===== src/pwm_pkg.sv =====
// Purpose: shared constants and types for the stretched duty modulator
// Assumes: AHB-Lite register access, 32-bit data, one word per register
// Notes: register byte address is four times the register index
package pwm_pkg;

    // ------------------------------------------------------------
    // register indices (byte address = index * 4)
    // ------------------------------------------------------------
    localparam logic [7:0] IDX_DUTY_SEC = 8'hf0;
    localparam logic [7:0] IDX_EXT = 8'hf1;
    localparam logic [7:0] IDX_DUTY_PRI = 8'hf2;
    localparam logic [7:0] IDX_CTRL = 8'hf3;
    localparam logic [21:0] ADDR_HIGH = 22'h000000;

    // ------------------------------------------------------------
    // control register fields
    // ------------------------------------------------------------
    localparam int CTRL_PEND = 0;
    localparam int CTRL_IE = 1;
    localparam int CTRL_RUN = 2;
    localparam int CTRL_CLR = 3;
    localparam int CTRL_CLK_LO = 6;
    localparam int CTRL_CLK_HI = 7;
    localparam logic [7:0] CTRL_RST = 8'h00;

    // ------------------------------------------------------------
    // extension register fields and other reset values
    // ------------------------------------------------------------
    localparam int EXT_RES_LO = 0;
    localparam int EXT_RES_HI = 1;
    localparam int EXT_BITS_LO = 2;
    localparam int EXT_BITS_HI = 7;
    localparam logic [7:0] EXT_RST = 8'h00;
    localparam logic [7:0] DUTY_RST = 8'h00;

    // ------------------------------------------------------------
    // counter clock prescaler masks
    // ------------------------------------------------------------
    localparam logic [5:0] DIV64_MASK = 6'h3f;
    localparam logic [5:0] DIV8_MASK = 6'h07;
    localparam logic [5:0] DIV2_MASK = 6'h01;
    localparam logic [5:0] DIV1_MASK = 6'h00;

    // ------------------------------------------------------------
    // counter limits
    // ------------------------------------------------------------
    localparam logic [7:0] BASE6_MAX = 8'h3f;
    localparam logic [7:0] BASE8_MAX = 8'hff;
    localparam logic [5:0] EXT2_MAX = 6'h03;
    localparam logic [5:0] EXT6_MAX = 6'h3f;

    typedef enum logic [1:0] {
        CLK_DIV64 = 2'h0,
        CLK_DIV8 = 2'h1,
        CLK_DIV2 = 2'h2,
        CLK_DIV1 = 2'h3
    } clk_sel_t;

    typedef enum logic [1:0] {
        RES_6_2 = 2'h0,
        RES_6_6 = 2'h1,
        RES_8_6 = 2'h2
    } res_t;

    // captured AHB address phase
    typedef struct packed {
        logic hit;
        logic wr;
        logic [7:0] idx;
    } bus_phase_t;

    // duty settings in use for the current frame
    typedef struct packed {
        logic [1:0] res;
        logic [7:0] duty;
        logic [5:0] ext;
    } frame_cfg_t;

endpackage


===== src/stretched_duty_pwm.sv =====
// Purpose: single channel pwm with base counter and stretch extension
// Assumes: AHB-Lite slave with zero wait states, one 10 MHz clock
// Notes: duty and extension settings are taken up at frame boundaries
`timescale 1ns/1ps

// Behaviour
// - three exclusive resolutions 6+2, 6+6, 8+6, chosen by two select bits
// - run bit 2 of control starts counter and enables modulation
// - clearing run holds the count; setting it again resumes from there
// - writing one to control bit 3 zeroes the counter
// - control bits 7..6 pick counter clock: osc /64, /8, /2 or /1
// - counter is a lower base counter plus an upper extension counter
// - 6+2: base from primary duty 7..2, extension from 1..0
// - 6+6: base from secondary duty 5..0, extension from ext 7..2
// - 8+6: base from secondary duty 7..0, extension from ext 7..2
// - output goes low when base counter equals base duty
// - base counter overflow drives output high only for nonzero duty
// - extension compare stretches chosen cycles by one counter clock
// - 6+2 frame of four: 01 stretches 2, 10 stretches 1,3, 11 all 1-3
// - 6-bit extension bits stretch cycles by lowest set bit of cycle number
// - ext value 04h stretches only cycle 32 of the 64-cycle frame
// - ext value fch stretches every cycle except the 64th
// - reset disables the output until software starts the modulator
// - modulated signal drives the shared port pin through an output buffer
// - registers at f2h primary, f0h secondary, f1h extension, f3h control
// - reset clears extension register, giving 6+2 with no stretch
// - control holds overflow interrupt enable and pending; write zero clears
// - reset clears control register, modulator off and counter stopped
module stretched_duty_pwm (
    // clock and reset
    input wire logic I_SYS_CLK,
    input wire logic I_RSTN,
    // ahb-lite slave
    input wire logic I_HSEL,
    input wire logic [31:0] I_HADDR,
    input wire logic [1:0] I_HTRANS,
    input wire logic I_HWRITE,
    input wire logic [2:0] I_HSIZE,
    input wire logic [31:0] I_HWDATA,
    input wire logic I_HREADY,
    output logic [31:0] O_HRDATA,
    output logic O_HREADYOUT,
    output logic O_HRESP,
    // modulator pin and overflow request
    output logic O_PWM,
    output logic O_PWM_OE,
    output logic O_OVF_IRQ
);

    // ------------------------------------------------------------
    // bus slave
    // ------------------------------------------------------------
    pwm_pkg::bus_phase_t phase_reg, phase_next;
    logic [31:0] rdata_reg, rdata_next;
    logic [7:0] ctrl_reg, ctrl_next;
    logic [7:0] ext_reg, ext_next;
    logic [7:0] duty_pri_reg, duty_pri_next;
    logic [7:0] duty_sec_reg, duty_sec_next;
    logic take;
    logic wr_ctrl;
    logic clr_pulse;

    assign take = I_HSEL & I_HTRANS[1] & I_HREADY;
    assign wr_ctrl = phase_reg.hit & phase_reg.wr & (phase_reg.idx == pwm_pkg::IDX_CTRL);
    assign clr_pulse = wr_ctrl & I_HWDATA[pwm_pkg::CTRL_CLR];

    // ------------------------------------------------------------
    // counter state
    // ------------------------------------------------------------
    pwm_pkg::frame_cfg_t cfg_reg, cfg_next, cfg_load;
    logic [5:0] presc_reg, presc_next;
    logic [7:0] base_reg, base_next;
    logic [5:0] xcnt_reg, xcnt_next;
    logic pwm_reg, pwm_next;
    logic [5:0] div_mask;
    logic tick;
    logic run;
    logic [7:0] base_max;
    logic [5:0] xcnt_max;
    logic base_ovf;
    logic frame_end;
    logic [5:0] cyc_num;
    logic [5:0] low_bit;
    logic [5:0] ext_rev;
    logic stretch;
    logic [8:0] duty_eff;

    assign run = ctrl_reg[pwm_pkg::CTRL_RUN];

    // ------------------------------------------------------------
    // register file
    // ------------------------------------------------------------
    always_comb begin
        phase_next = phase_reg;
        if (I_HREADY) begin
            phase_next.hit = take & (I_HADDR[31:10] == pwm_pkg::ADDR_HIGH)
                & (I_HADDR[1:0] == 2'h0);
            phase_next.wr = I_HWRITE;
            phase_next.idx = I_HADDR[9:2];
        end
        rdata_next = rdata_reg;
        if (take) begin
            rdata_next = 32'h00000000;
            case (I_HADDR[9:2])
                pwm_pkg::IDX_DUTY_SEC: rdata_next[7:0] = duty_sec_reg;
                pwm_pkg::IDX_EXT: rdata_next[7:0] = ext_reg;
                pwm_pkg::IDX_DUTY_PRI: rdata_next[7:0] = duty_pri_reg;
                pwm_pkg::IDX_CTRL: rdata_next[7:0] = ctrl_reg;
                default: rdata_next = 32'h00000000;
            endcase
            if (I_HADDR[31:10] != pwm_pkg::ADDR_HIGH) begin
                rdata_next = 32'h00000000;
            end
        end
        ctrl_next = ctrl_reg;
        ext_next = ext_reg;
        duty_pri_next = duty_pri_reg;
        duty_sec_next = duty_sec_reg;
        if (phase_reg.hit & phase_reg.wr) begin
            case (phase_reg.idx)
                pwm_pkg::IDX_DUTY_SEC: duty_sec_next = I_HWDATA[7:0];
                pwm_pkg::IDX_EXT: ext_next = I_HWDATA[7:0];
                pwm_pkg::IDX_DUTY_PRI: duty_pri_next = I_HWDATA[7:0];
                pwm_pkg::IDX_CTRL: begin
                    ctrl_next[pwm_pkg::CTRL_CLK_HI:pwm_pkg::CTRL_CLK_LO] =
                        I_HWDATA[pwm_pkg::CTRL_CLK_HI:pwm_pkg::CTRL_CLK_LO];
                    ctrl_next[pwm_pkg::CTRL_RUN] = I_HWDATA[pwm_pkg::CTRL_RUN];
                    ctrl_next[pwm_pkg::CTRL_IE] = I_HWDATA[pwm_pkg::CTRL_IE];
                    // pending clears on a written zero only
                    if (!I_HWDATA[pwm_pkg::CTRL_PEND]) begin
                        ctrl_next[pwm_pkg::CTRL_PEND] = 1'b0;
                    end
                end
                default: ctrl_next = ctrl_reg;
            endcase
        end
        // overflow event wins over a clearing write
        if (frame_end) begin
            ctrl_next[pwm_pkg::CTRL_PEND] = 1'b1;
        end
    end

    always_ff @(posedge I_SYS_CLK or negedge I_RSTN) begin
        if (!I_RSTN) begin
            phase_reg <= '0;
            rdata_reg <= 32'h00000000;
            ctrl_reg <= pwm_pkg::CTRL_RST;
            ext_reg <= pwm_pkg::EXT_RST;
            duty_pri_reg <= pwm_pkg::DUTY_RST;
            duty_sec_reg <= pwm_pkg::DUTY_RST;
        end else begin
            phase_reg <= phase_next;
            rdata_reg <= rdata_next;
            ctrl_reg <= ctrl_next;
            ext_reg <= ext_next;
            duty_pri_reg <= duty_pri_next;
            duty_sec_reg <= duty_sec_next;
        end
    end

    // ------------------------------------------------------------
    // resolution decode and stretch logic
    // ------------------------------------------------------------
    always_comb begin
        cfg_load.res = ext_reg[pwm_pkg::EXT_RES_HI:pwm_pkg::EXT_RES_LO];
        case (pwm_pkg::res_t'(cfg_load.res))
            pwm_pkg::RES_6_6: begin
                cfg_load.duty = {2'h0, duty_sec_reg[5:0]};
                cfg_load.ext = ext_reg[pwm_pkg::EXT_BITS_HI:pwm_pkg::EXT_BITS_LO];
            end
            pwm_pkg::RES_8_6: begin
                cfg_load.duty = duty_sec_reg;
                cfg_load.ext = ext_reg[pwm_pkg::EXT_BITS_HI:pwm_pkg::EXT_BITS_LO];
            end
            default: begin
                cfg_load.res = pwm_pkg::RES_6_2;
                cfg_load.duty = {2'h0, duty_pri_reg[7:2]};
                cfg_load.ext = {4'h0, duty_pri_reg[1:0]};
            end
        endcase
    end

    always_comb begin
        case (pwm_pkg::res_t'(cfg_reg.res))
            pwm_pkg::RES_6_6: begin
                base_max = pwm_pkg::BASE6_MAX;
                xcnt_max = pwm_pkg::EXT6_MAX;
                cyc_num = xcnt_reg + 6'h01;
            end
            pwm_pkg::RES_8_6: begin
                base_max = pwm_pkg::BASE8_MAX;
                xcnt_max = pwm_pkg::EXT6_MAX;
                cyc_num = xcnt_reg + 6'h01;
            end
            default: begin
                base_max = pwm_pkg::BASE6_MAX;
                xcnt_max = pwm_pkg::EXT2_MAX;
                // two-bit cycle number moved up so it lands on ext bits 1..0
                cyc_num = {xcnt_reg[1:0] + 2'h1, 4'h0};
            end
        endcase
    end

    // lowest set bit of the cycle number selects one extension bit
    assign low_bit = cyc_num & (~cyc_num + 6'h01);

    genvar gi;
    generate
        for (gi = 0; gi < 6; gi = gi + 1) begin : g_rev
            assign ext_rev[gi] = cfg_reg.ext[5 - gi];
        end
    endgenerate

    assign stretch = |(low_bit & ext_rev);
    assign duty_eff = {1'b0, cfg_reg.duty} + {8'h00, stretch};

    // ------------------------------------------------------------
    // prescaler and counters
    // ------------------------------------------------------------
    always_comb begin
        case (pwm_pkg::clk_sel_t'(ctrl_reg[pwm_pkg::CTRL_CLK_HI:pwm_pkg::CTRL_CLK_LO]))
            pwm_pkg::CLK_DIV64: div_mask = pwm_pkg::DIV64_MASK;
            pwm_pkg::CLK_DIV8: div_mask = pwm_pkg::DIV8_MASK;
            pwm_pkg::CLK_DIV2: div_mask = pwm_pkg::DIV2_MASK;
            default: div_mask = pwm_pkg::DIV1_MASK;
        endcase
    end

    assign tick = run & ((presc_reg & div_mask) == div_mask);
    assign base_ovf = base_reg == base_max;
    assign frame_end = tick & base_ovf & (xcnt_reg == xcnt_max);

    always_comb begin
        presc_next = presc_reg;
        base_next = base_reg;
        xcnt_next = xcnt_reg;
        cfg_next = cfg_reg;
        if (run) begin
            presc_next = presc_reg + 6'h01;
        end
        if (tick) begin
            base_next = base_ovf ? 8'h00 : base_reg + 8'h01;
            if (base_ovf) begin
                xcnt_next = (xcnt_reg == xcnt_max) ? 6'h00 : xcnt_reg + 6'h01;
            end
        end
        // settings are picked up at a frame edge or while stopped
        if (frame_end | !run | clr_pulse) begin
            cfg_next = cfg_load;
        end
        if (clr_pulse) begin
            presc_next = 6'h00;
            base_next = 8'h00;
            xcnt_next = 6'h00;
        end
        // stopped counter keeps its count
        // high from wrap until match, one clock more when stretched
        pwm_next = run & (cfg_reg.duty != 8'h00) & ({1'b0, base_reg} < duty_eff);
    end

    always_ff @(posedge I_SYS_CLK or negedge I_RSTN) begin
        if (!I_RSTN) begin
            presc_reg <= 6'h00;
            base_reg <= 8'h00;
            xcnt_reg <= 6'h00;
            cfg_reg <= '0;
            pwm_reg <= 1'b0;
        end else begin
            presc_reg <= presc_next;
            base_reg <= base_next;
            xcnt_reg <= xcnt_next;
            cfg_reg <= cfg_next;
            pwm_reg <= pwm_next;
        end
    end

    // ------------------------------------------------------------
    // outputs
    // ------------------------------------------------------------
    assign O_HRDATA = rdata_reg;
    assign O_HREADYOUT = 1'b1;
    assign O_HRESP = 1'b0;
    assign O_PWM = pwm_reg;
    assign O_PWM_OE = run;
    assign O_OVF_IRQ = ctrl_reg[pwm_pkg::CTRL_PEND] & ctrl_reg[pwm_pkg::CTRL_IE];
endmodule


===== config.mk =====
export PLATFORM = sky130hd
export DESIGN_NAME = stretched_duty_pwm
export DESIGN_NICKNAME = d
export VERILOG_FILES = /design/src/pwm_pkg.sv /design/src/stretched_duty_pwm.sv
export SDC_FILE = /design/constraint.sdc
export NUM_CORES = 1
export LEC_CHECK = 0
export BUFFER_PORTS_ARGS = -buffer_cell sky130_fd_sc_hd__buf_4
export CAP_MARGIN = 40
export CELL_PAD_IN_SITES_DETAIL_PLACEMENT = 1
export CELL_PAD_IN_SITES_GLOBAL_PLACEMENT = 1
export CORE_ASPECT_RATIO = 1.5
export CORE_MARGIN = 3
export CORE_UTILIZATION = 40
export DETAILED_ROUTE_END_ITERATION = 8
export GPL_TIMING_DRIVEN = 1
export HOLD_SLACK_MARGIN = 0.1
export PLACE_DENSITY = 0.77
export SYNTH_ARGS = -nofsm -noshare
export SYNTH_HDL_FRONTEND = slang
export SYNTH_SLANG_ARGS = --single-unit
export TNS_END_PERCENT = 5

===== constraint.sdc =====
create_clock -name I_SYS_CLK -period 4 [get_ports I_SYS_CLK]
set_clock_uncertainty 0.15 [all_clocks]
set_input_delay 0 -clock I_SYS_CLK [delete_from_list [all_inputs] [get_ports I_SYS_CLK]]
set_output_delay 0 -clock I_SYS_CLK [all_outputs]
set_load 0.03 [all_outputs]

## Yosys cells after proc, flatten, opt, wreduce, memory -nomap -nowiden

Cells that the tools add are included.

| word-level totals | value |
|---|---|
| register bits | 108 |
| input port bits | 74 |
| output and inout bits | 37 |

| operators by class | value |
|---|---|
| add/sub/neg operators | 6 |
| magnitude comparators | 1 |
| equality and inequality tests | 18 |
| muxes and demuxes | 21 |
| bitwise logic cells | 19 |
| reductions and logical operators | 20 |

Operator list:

| kind | count |
|---|---|
| 8-bit equality test (second input constant) | 8 |
| 6-bit two-way mux | 8 |
| 8-bit two-way mux | 5 |
| 8-bit one-hot mux with 4 select lines | 1 |
| 14-bit one-hot mux with 2 select lines | 1 |
| 22-bit logical NOT | 1 |
| 22-bit nonzero test | 1 |
| 6-bit by 1-bit adder with 6-bit output (second input constant) | 3 |
| 6-bit bitwise AND | 3 |
| 6-bit one-hot mux with 3 select lines | 1 |
| 1-bit bitwise AND | 13 |
| 6-bit equality test | 2 |
| 2-bit AND reduction | 5 |
| 2-bit nonzero test | 5 |
| 8-bit by 1-bit adder with 9-bit output | 1 |
| 8-bit by 9-bit less-than comparator with 1-bit output | 1 |
| 8-bit by 1-bit adder with 8-bit output (second input constant) | 1 |
| 8-bit equality test | 1 |
| 8-bit nonzero test | 1 |
| 2-bit by 1-bit equality test with 1-bit output (second input constant) | 3 |
| 2-bit equality test (second input constant) | 3 |
| 6-bit NOT | 1 |
| 6-bit OR reduction | 1 |
| 2-bit logical NOT | 2 |
| 8 further kinds | 13 |

## Depth between registers and ports, before layout

| logic depth | value |
|---|---|
| word-level depth | 11 |
| mapped depth | 15 |
| gate-level depth less buffers | 14 |

## Worst setup path after synthesis

OpenSTA, ideal clock, no wires.

| timing | value |
|---|---|
| path type | register to register |
| from | register xcnt_reg[0] |
| to | register pwm_reg, in the netlist O_PWM |
| library setup time | 0.088 ns |
| arrival time | 3.228 ns |
| setup slack | 0.533 ns |
| stages on the path, launching flop included | 15 |
| period minus slack after synthesis | 3.467 ns |
| path through | dfrtp_1 > ha_1 > xnor2_1 > a31o_2 > or4b_2 > o21ai_0 > o21bai_1 > ha_1 > and4_1 > nand3_1 > xnor2_1 > ha_1 > a2111oi_0 > o21ai_0 > a41oi_1 |

| on the way | value |
|---|---|
| cells in the longest elaborated chain, start to end | 10 |
| elaborated cells on any way between the ends | 11 |
| those cells by class | add/sub (4); order compare (1); mux (1); bitwise (4); reduce/logical (1) |

RTL lines:

| item | line | source |
|---|---|---|
| from (decl) | stretched_duty_pwm.sv:73 | `logic [5:0] xcnt_reg, xcnt_next;` |
| from (signal assigned) | stretched_duty_pwm.sv:271 | `xcnt_reg <= xcnt_next;` |
| 6-bit by 1-bit adder with 6-bit output or 2-bit by 1-bit adder with 2-bit output (tied branches) | stretched_duty_pwm.sv:188, stretched_duty_pwm.sv:193, stretched_duty_pwm.sv:199 |  |
| 6-bit two-way mux * | n/a |  |
| 6-bit NOT | stretched_duty_pwm.sv:205 | `assign low_bit = cyc_num & (~cyc_num + 6'h01);` |
| 6-bit by 1-bit adder with 6-bit output | stretched_duty_pwm.sv:205 |  |
| 6-bit bitwise AND * | stretched_duty_pwm.sv:205 |  |
| 6-bit bitwise AND * | stretched_duty_pwm.sv:214 | `assign stretch = \|(low_bit & ext_rev);` |
| 6-bit OR reduction * | stretched_duty_pwm.sv:214 |  |
| 8-bit by 1-bit adder with 9-bit output * | stretched_duty_pwm.sv:215 | `assign duty_eff = {1'b0, cfg_reg.duty} + {8'h00, stretch};` |
| 8-bit by 9-bit less-than comparator with 1-bit output * | stretched_duty_pwm.sv:258 | `pwm_next = run & (cfg_reg.duty != 8'h00) & ({1'b0, base_reg} < duty_eff);` |
| 1-bit bitwise AND * | stretched_duty_pwm.sv:258 |  |
| via pwm_next | stretched_duty_pwm.sv:74 | `logic pwm_reg, pwm_next;` |
| to (signal assigned) | stretched_duty_pwm.sv:273 | `pwm_reg <= pwm_next;` |
| to (decl) | stretched_duty_pwm.sv:74 |  |

Mark *: on every way through the listed nets, which the timed path passes. The rest lies on a longest branch.
A chain may end at the register's enable or synchronous reset.

## Worst setup path in the final report

| timing | value |
|---|---|
| from | register cfg_reg[15] (netlist name) |
| to | register pwm_reg, in the netlist O_PWM |

| on the way | value |
|---|---|
| cells in the longest elaborated chain, start to end | 11 |
| elaborated cells on any way between the ends | 12 |
| those cells by class | add/sub (2); order compare (1); eq/ne (2); mux (1); bitwise (4); reduce/logical (2) |

RTL lines:

| item | line | source |
|---|---|---|
| from (decl) | stretched_duty_pwm.sv:70 | `pwm_pkg::frame_cfg_t cfg_reg, cfg_next, cfg_load;` |
| from (signal assigned) | stretched_duty_pwm.sv:272 | `cfg_reg <= cfg_next;` |
| 2-bit equality test or 2-bit by 1-bit equality test with 1-bit output (tied branches) | stretched_duty_pwm.sv:184 | `case (pwm_pkg::res_t'(cfg_reg.res))` |
| 2-bit OR reduction (no line) * | n/a |  |
| 6-bit two-way mux * | n/a |  |
| 6-bit NOT | stretched_duty_pwm.sv:205 |  |
| 6-bit by 1-bit adder with 6-bit output | stretched_duty_pwm.sv:205 |  |
| 6-bit bitwise AND * | stretched_duty_pwm.sv:205 |  |
| 6-bit bitwise AND * | stretched_duty_pwm.sv:214 |  |
| 6-bit OR reduction * | stretched_duty_pwm.sv:214 |  |
| 8-bit by 1-bit adder with 9-bit output * | stretched_duty_pwm.sv:215 |  |
| 8-bit by 9-bit less-than comparator with 1-bit output * | stretched_duty_pwm.sv:258 |  |
| 1-bit bitwise AND * | stretched_duty_pwm.sv:258 |  |
| via pwm_next | stretched_duty_pwm.sv:74 |  |

Marked as above.

==> out/metrics.cfg <==
[flow_run]
drv_cap = 0

[placed_design]
numPlacedInstances = 622
hpwl_um = 8650
gp_congestion = 0.794
io_buffer_count = 56

[clocking]
post_cts_buffers = 0
cts_buffer_depth = 2
cts-root-buf = clkbuf_16
cts_inserted_buffers = 9
clock_sinks = 84
clk_pin_slew_ns = 0.06
htreeDepth = 3
clock_latency_ns = 0.34
cts_tree = yes

[timing]
finalMaxSlewViolations = 0
rsz0062_at_grt = false
final.setup.tns_ns = 0
min_period_ns = 3.71
max_slew_margin_pct = 44.2
worstMarginPinSlew_ns = 0.834
final-setup-viol-count = 0
hold_viol = 0
finalCritPeriodShare_pct = 92.7
worst_hold_slack_ns = 0.0806
max_freq_ghz = 0.270

[floorplan]
start_util_pct = 41.5
die_w_um = 93.9
rows = 47
pin_count = 111
fp.dieArea_um2 = 12900
die-height_um = 138
coreArea_um2 = 11200

[worst_setup_path]
endpoint_kind = flop
reg2reg_from = cfg_reg[15]
rr_endpoint = O_PWM
critical_path_class = reg2reg
cp.arrival_ns = 3.81
crit_path_max_fanout = 10
reg2reg_setup_slack_ns = 0.29
rr_worst_depth = 13
startpoint_type = flop
crit_required_ns = 4.10

[synthesis]
synthSimpleGateAreaFrac_pct = 13.7
avgSynthCellArea_um2 = 10.8
ys_types = 52
synth_most_common_cell = dfrtp_1
syn_inst = 429
ys_seq_area_share_pct = 45.4
synthTopCellsByArea = dfrtp_1 (45%), mux2_2 (10%), ha_1 (4.3%)
synthFlopType = dfrtp_1
yosysWarnings = 0
synth_xor_area_share_pct = 3.21
yosysTopAreaCell = dfrtp_1
synth_top_area_share_pct = 45.4
synth_top_family_by_area = multiplexers
ys_seq_elements = 84
syn_area_um2 = 4630
synthAdderAreaFrac_pct = 4.32
muxShareOfSynthArea_pct = 16.8
synth-async-reset-ratio_pct = 100
synth_common_cells = dfrtp_1 (84), mux2_2 (43), nand2_1 (37), nor2_1 (27), buf_4 (26)
synth_edf_count = 0
synth_compound_area_share_pct = 8.81

[cells_and_area]
drive_gt1_share_pct = 25.8
n_antenna_cell = 0
instances_no_fill = 675
fin_util_pct = 51.5
largest_register_ffs = 16
syn_to_final_growth_pct = 24.2
nets = 613

[grt]
grt_pass1_vias = 3984
grt_usage_pct = 21.8
grt_first_pass_wirelength_um = 21400
grt_max_degree = 50
overflow = 0
antenna_found_initial = 0

[drt]
drc = 0
vias_per_cell = 5.34
drtIter0Drc = 132
num_vias = 3605
ant_nets = 0
drtPass1Iterations = 4
routedWlPerCell_um = 19.7
wl_um = 13300

[power_and_ir_drop]
total_power_mw = 2.32
powerDensity_nw_per_um2 = 402
p_leak_nw = 2.60
max-vdd-ir-drop_v = 0.000266

[worst_hold_path]
hp-class = in2async

[status]
status = finished, final reports clean

[critical path, cell delays in order, from the launching register on]
cell and delay, ns:
dfrtp_1 0.39, ha_1 0.44, a31o_2 0.16, or4b_2 0.57, o21ai_0 0.09, o21bai_1 0.17, ha_1 0.20, and4_1 0.26
nand3_1 0.11, xnor2_1 0.15, ha_1 0.20, a2111oi_1 0.35, o21ai_0 0.16, a41oi_1 0.22
[power by group]
part	switching (mW)	internal [mW]
sequential	0.105	0.935
combinational	0.242	0.208
clock	0.342	0.484
[layout make-up]
type	instances	area [um2]
Tap cell	147	184
Clock buffer	12	236
Fill cell	1252	5420
Inverter	19	71.3
Sequential cell	84	2100
Timing Repair Buffer	98	832
Multi-Input combinational cell	311	2280
Clock inverter	4	50.0
[repair_timing]
item,4_1_cts,5_1_grt
endpoints found under the setup margin,0,1
gates resized for setup,0,3
hold endpoints to repair,95,0
hold buffers,37,0
[worst max-delay path by stage]
stage	start	endpoint	slack (ns)	cells past startpoint
after detailed placement	xcnt_reg[1]	O_PWM	0.17	14
after CTS	xcnt_reg[1]	O_PWM	0.19	14
after floorplan	xcnt_reg[0]	O_PWM	0.53	14
final	cfg_reg[15]	O_PWM	0.29	13
after global routing	cfg_reg[14]	O_PWM	0.02	14
after global placement	xcnt_reg[1]	O_PWM	0.24	14
[cells in the final DEF, fill, tap and decap left out, types with 3 or more instances in the layout]
cell type	Yosys	layout
a21oi_1	15	15
a22o_1	8	8
and3_1	4	4
buf_4	26	60
clkbuf_1	8	3
clkbuf_16	0	9
conb_1	2	26
dfrtp_1	84	84
dlygate4sd3_1	0	37
ha_1	16	15
inv_1	19	19
mux2_2	43	43
mux2_4	4	4
mux2i_1	12	12
mux4_2	5	5
nand2_1	37	37
nand3_1	14	14
nand3b_1	4	4
nand4_1	6	6
nor2_1	27	27
nor3_1	4	4
nor4_1	9	9
o21ai_0	24	24
or3_1	3	3
or4_1	4	4
xnor2_1	10	9
xor2_1	7	7
[kinds of logic after synthesis]
group | Yosys count
AOI/OAI and AO/OA | 63
muxes | 64
xor gates and xnor gates | 17
and+or+nand+nor | 125
adders and majority gates | 16
DFF | 84
other | 2
buffers and inverters | 58
[per-stage QoR]
stage / worst slack, ns / area [um2]
6_report: 0.294 / 5750
5_1_grt: 0.0171 / 5750
4_1_cts: 0.192 / 5740
3_5_place_dp: 0.172 / 5090
3_3_place_gp: 0.243 / 5070
2_1_floorplan: 0.533 / 4720
[layer usage]
layer | share of wire (%) | track usage, %
met1 | 38 | 23.7
met2 | 56 | 41.1
met3 | 2.6 | 3.22
met4 | 4.1 | 9.88
met5 | 0 | 0
Power figures use the tool's default switching activity.
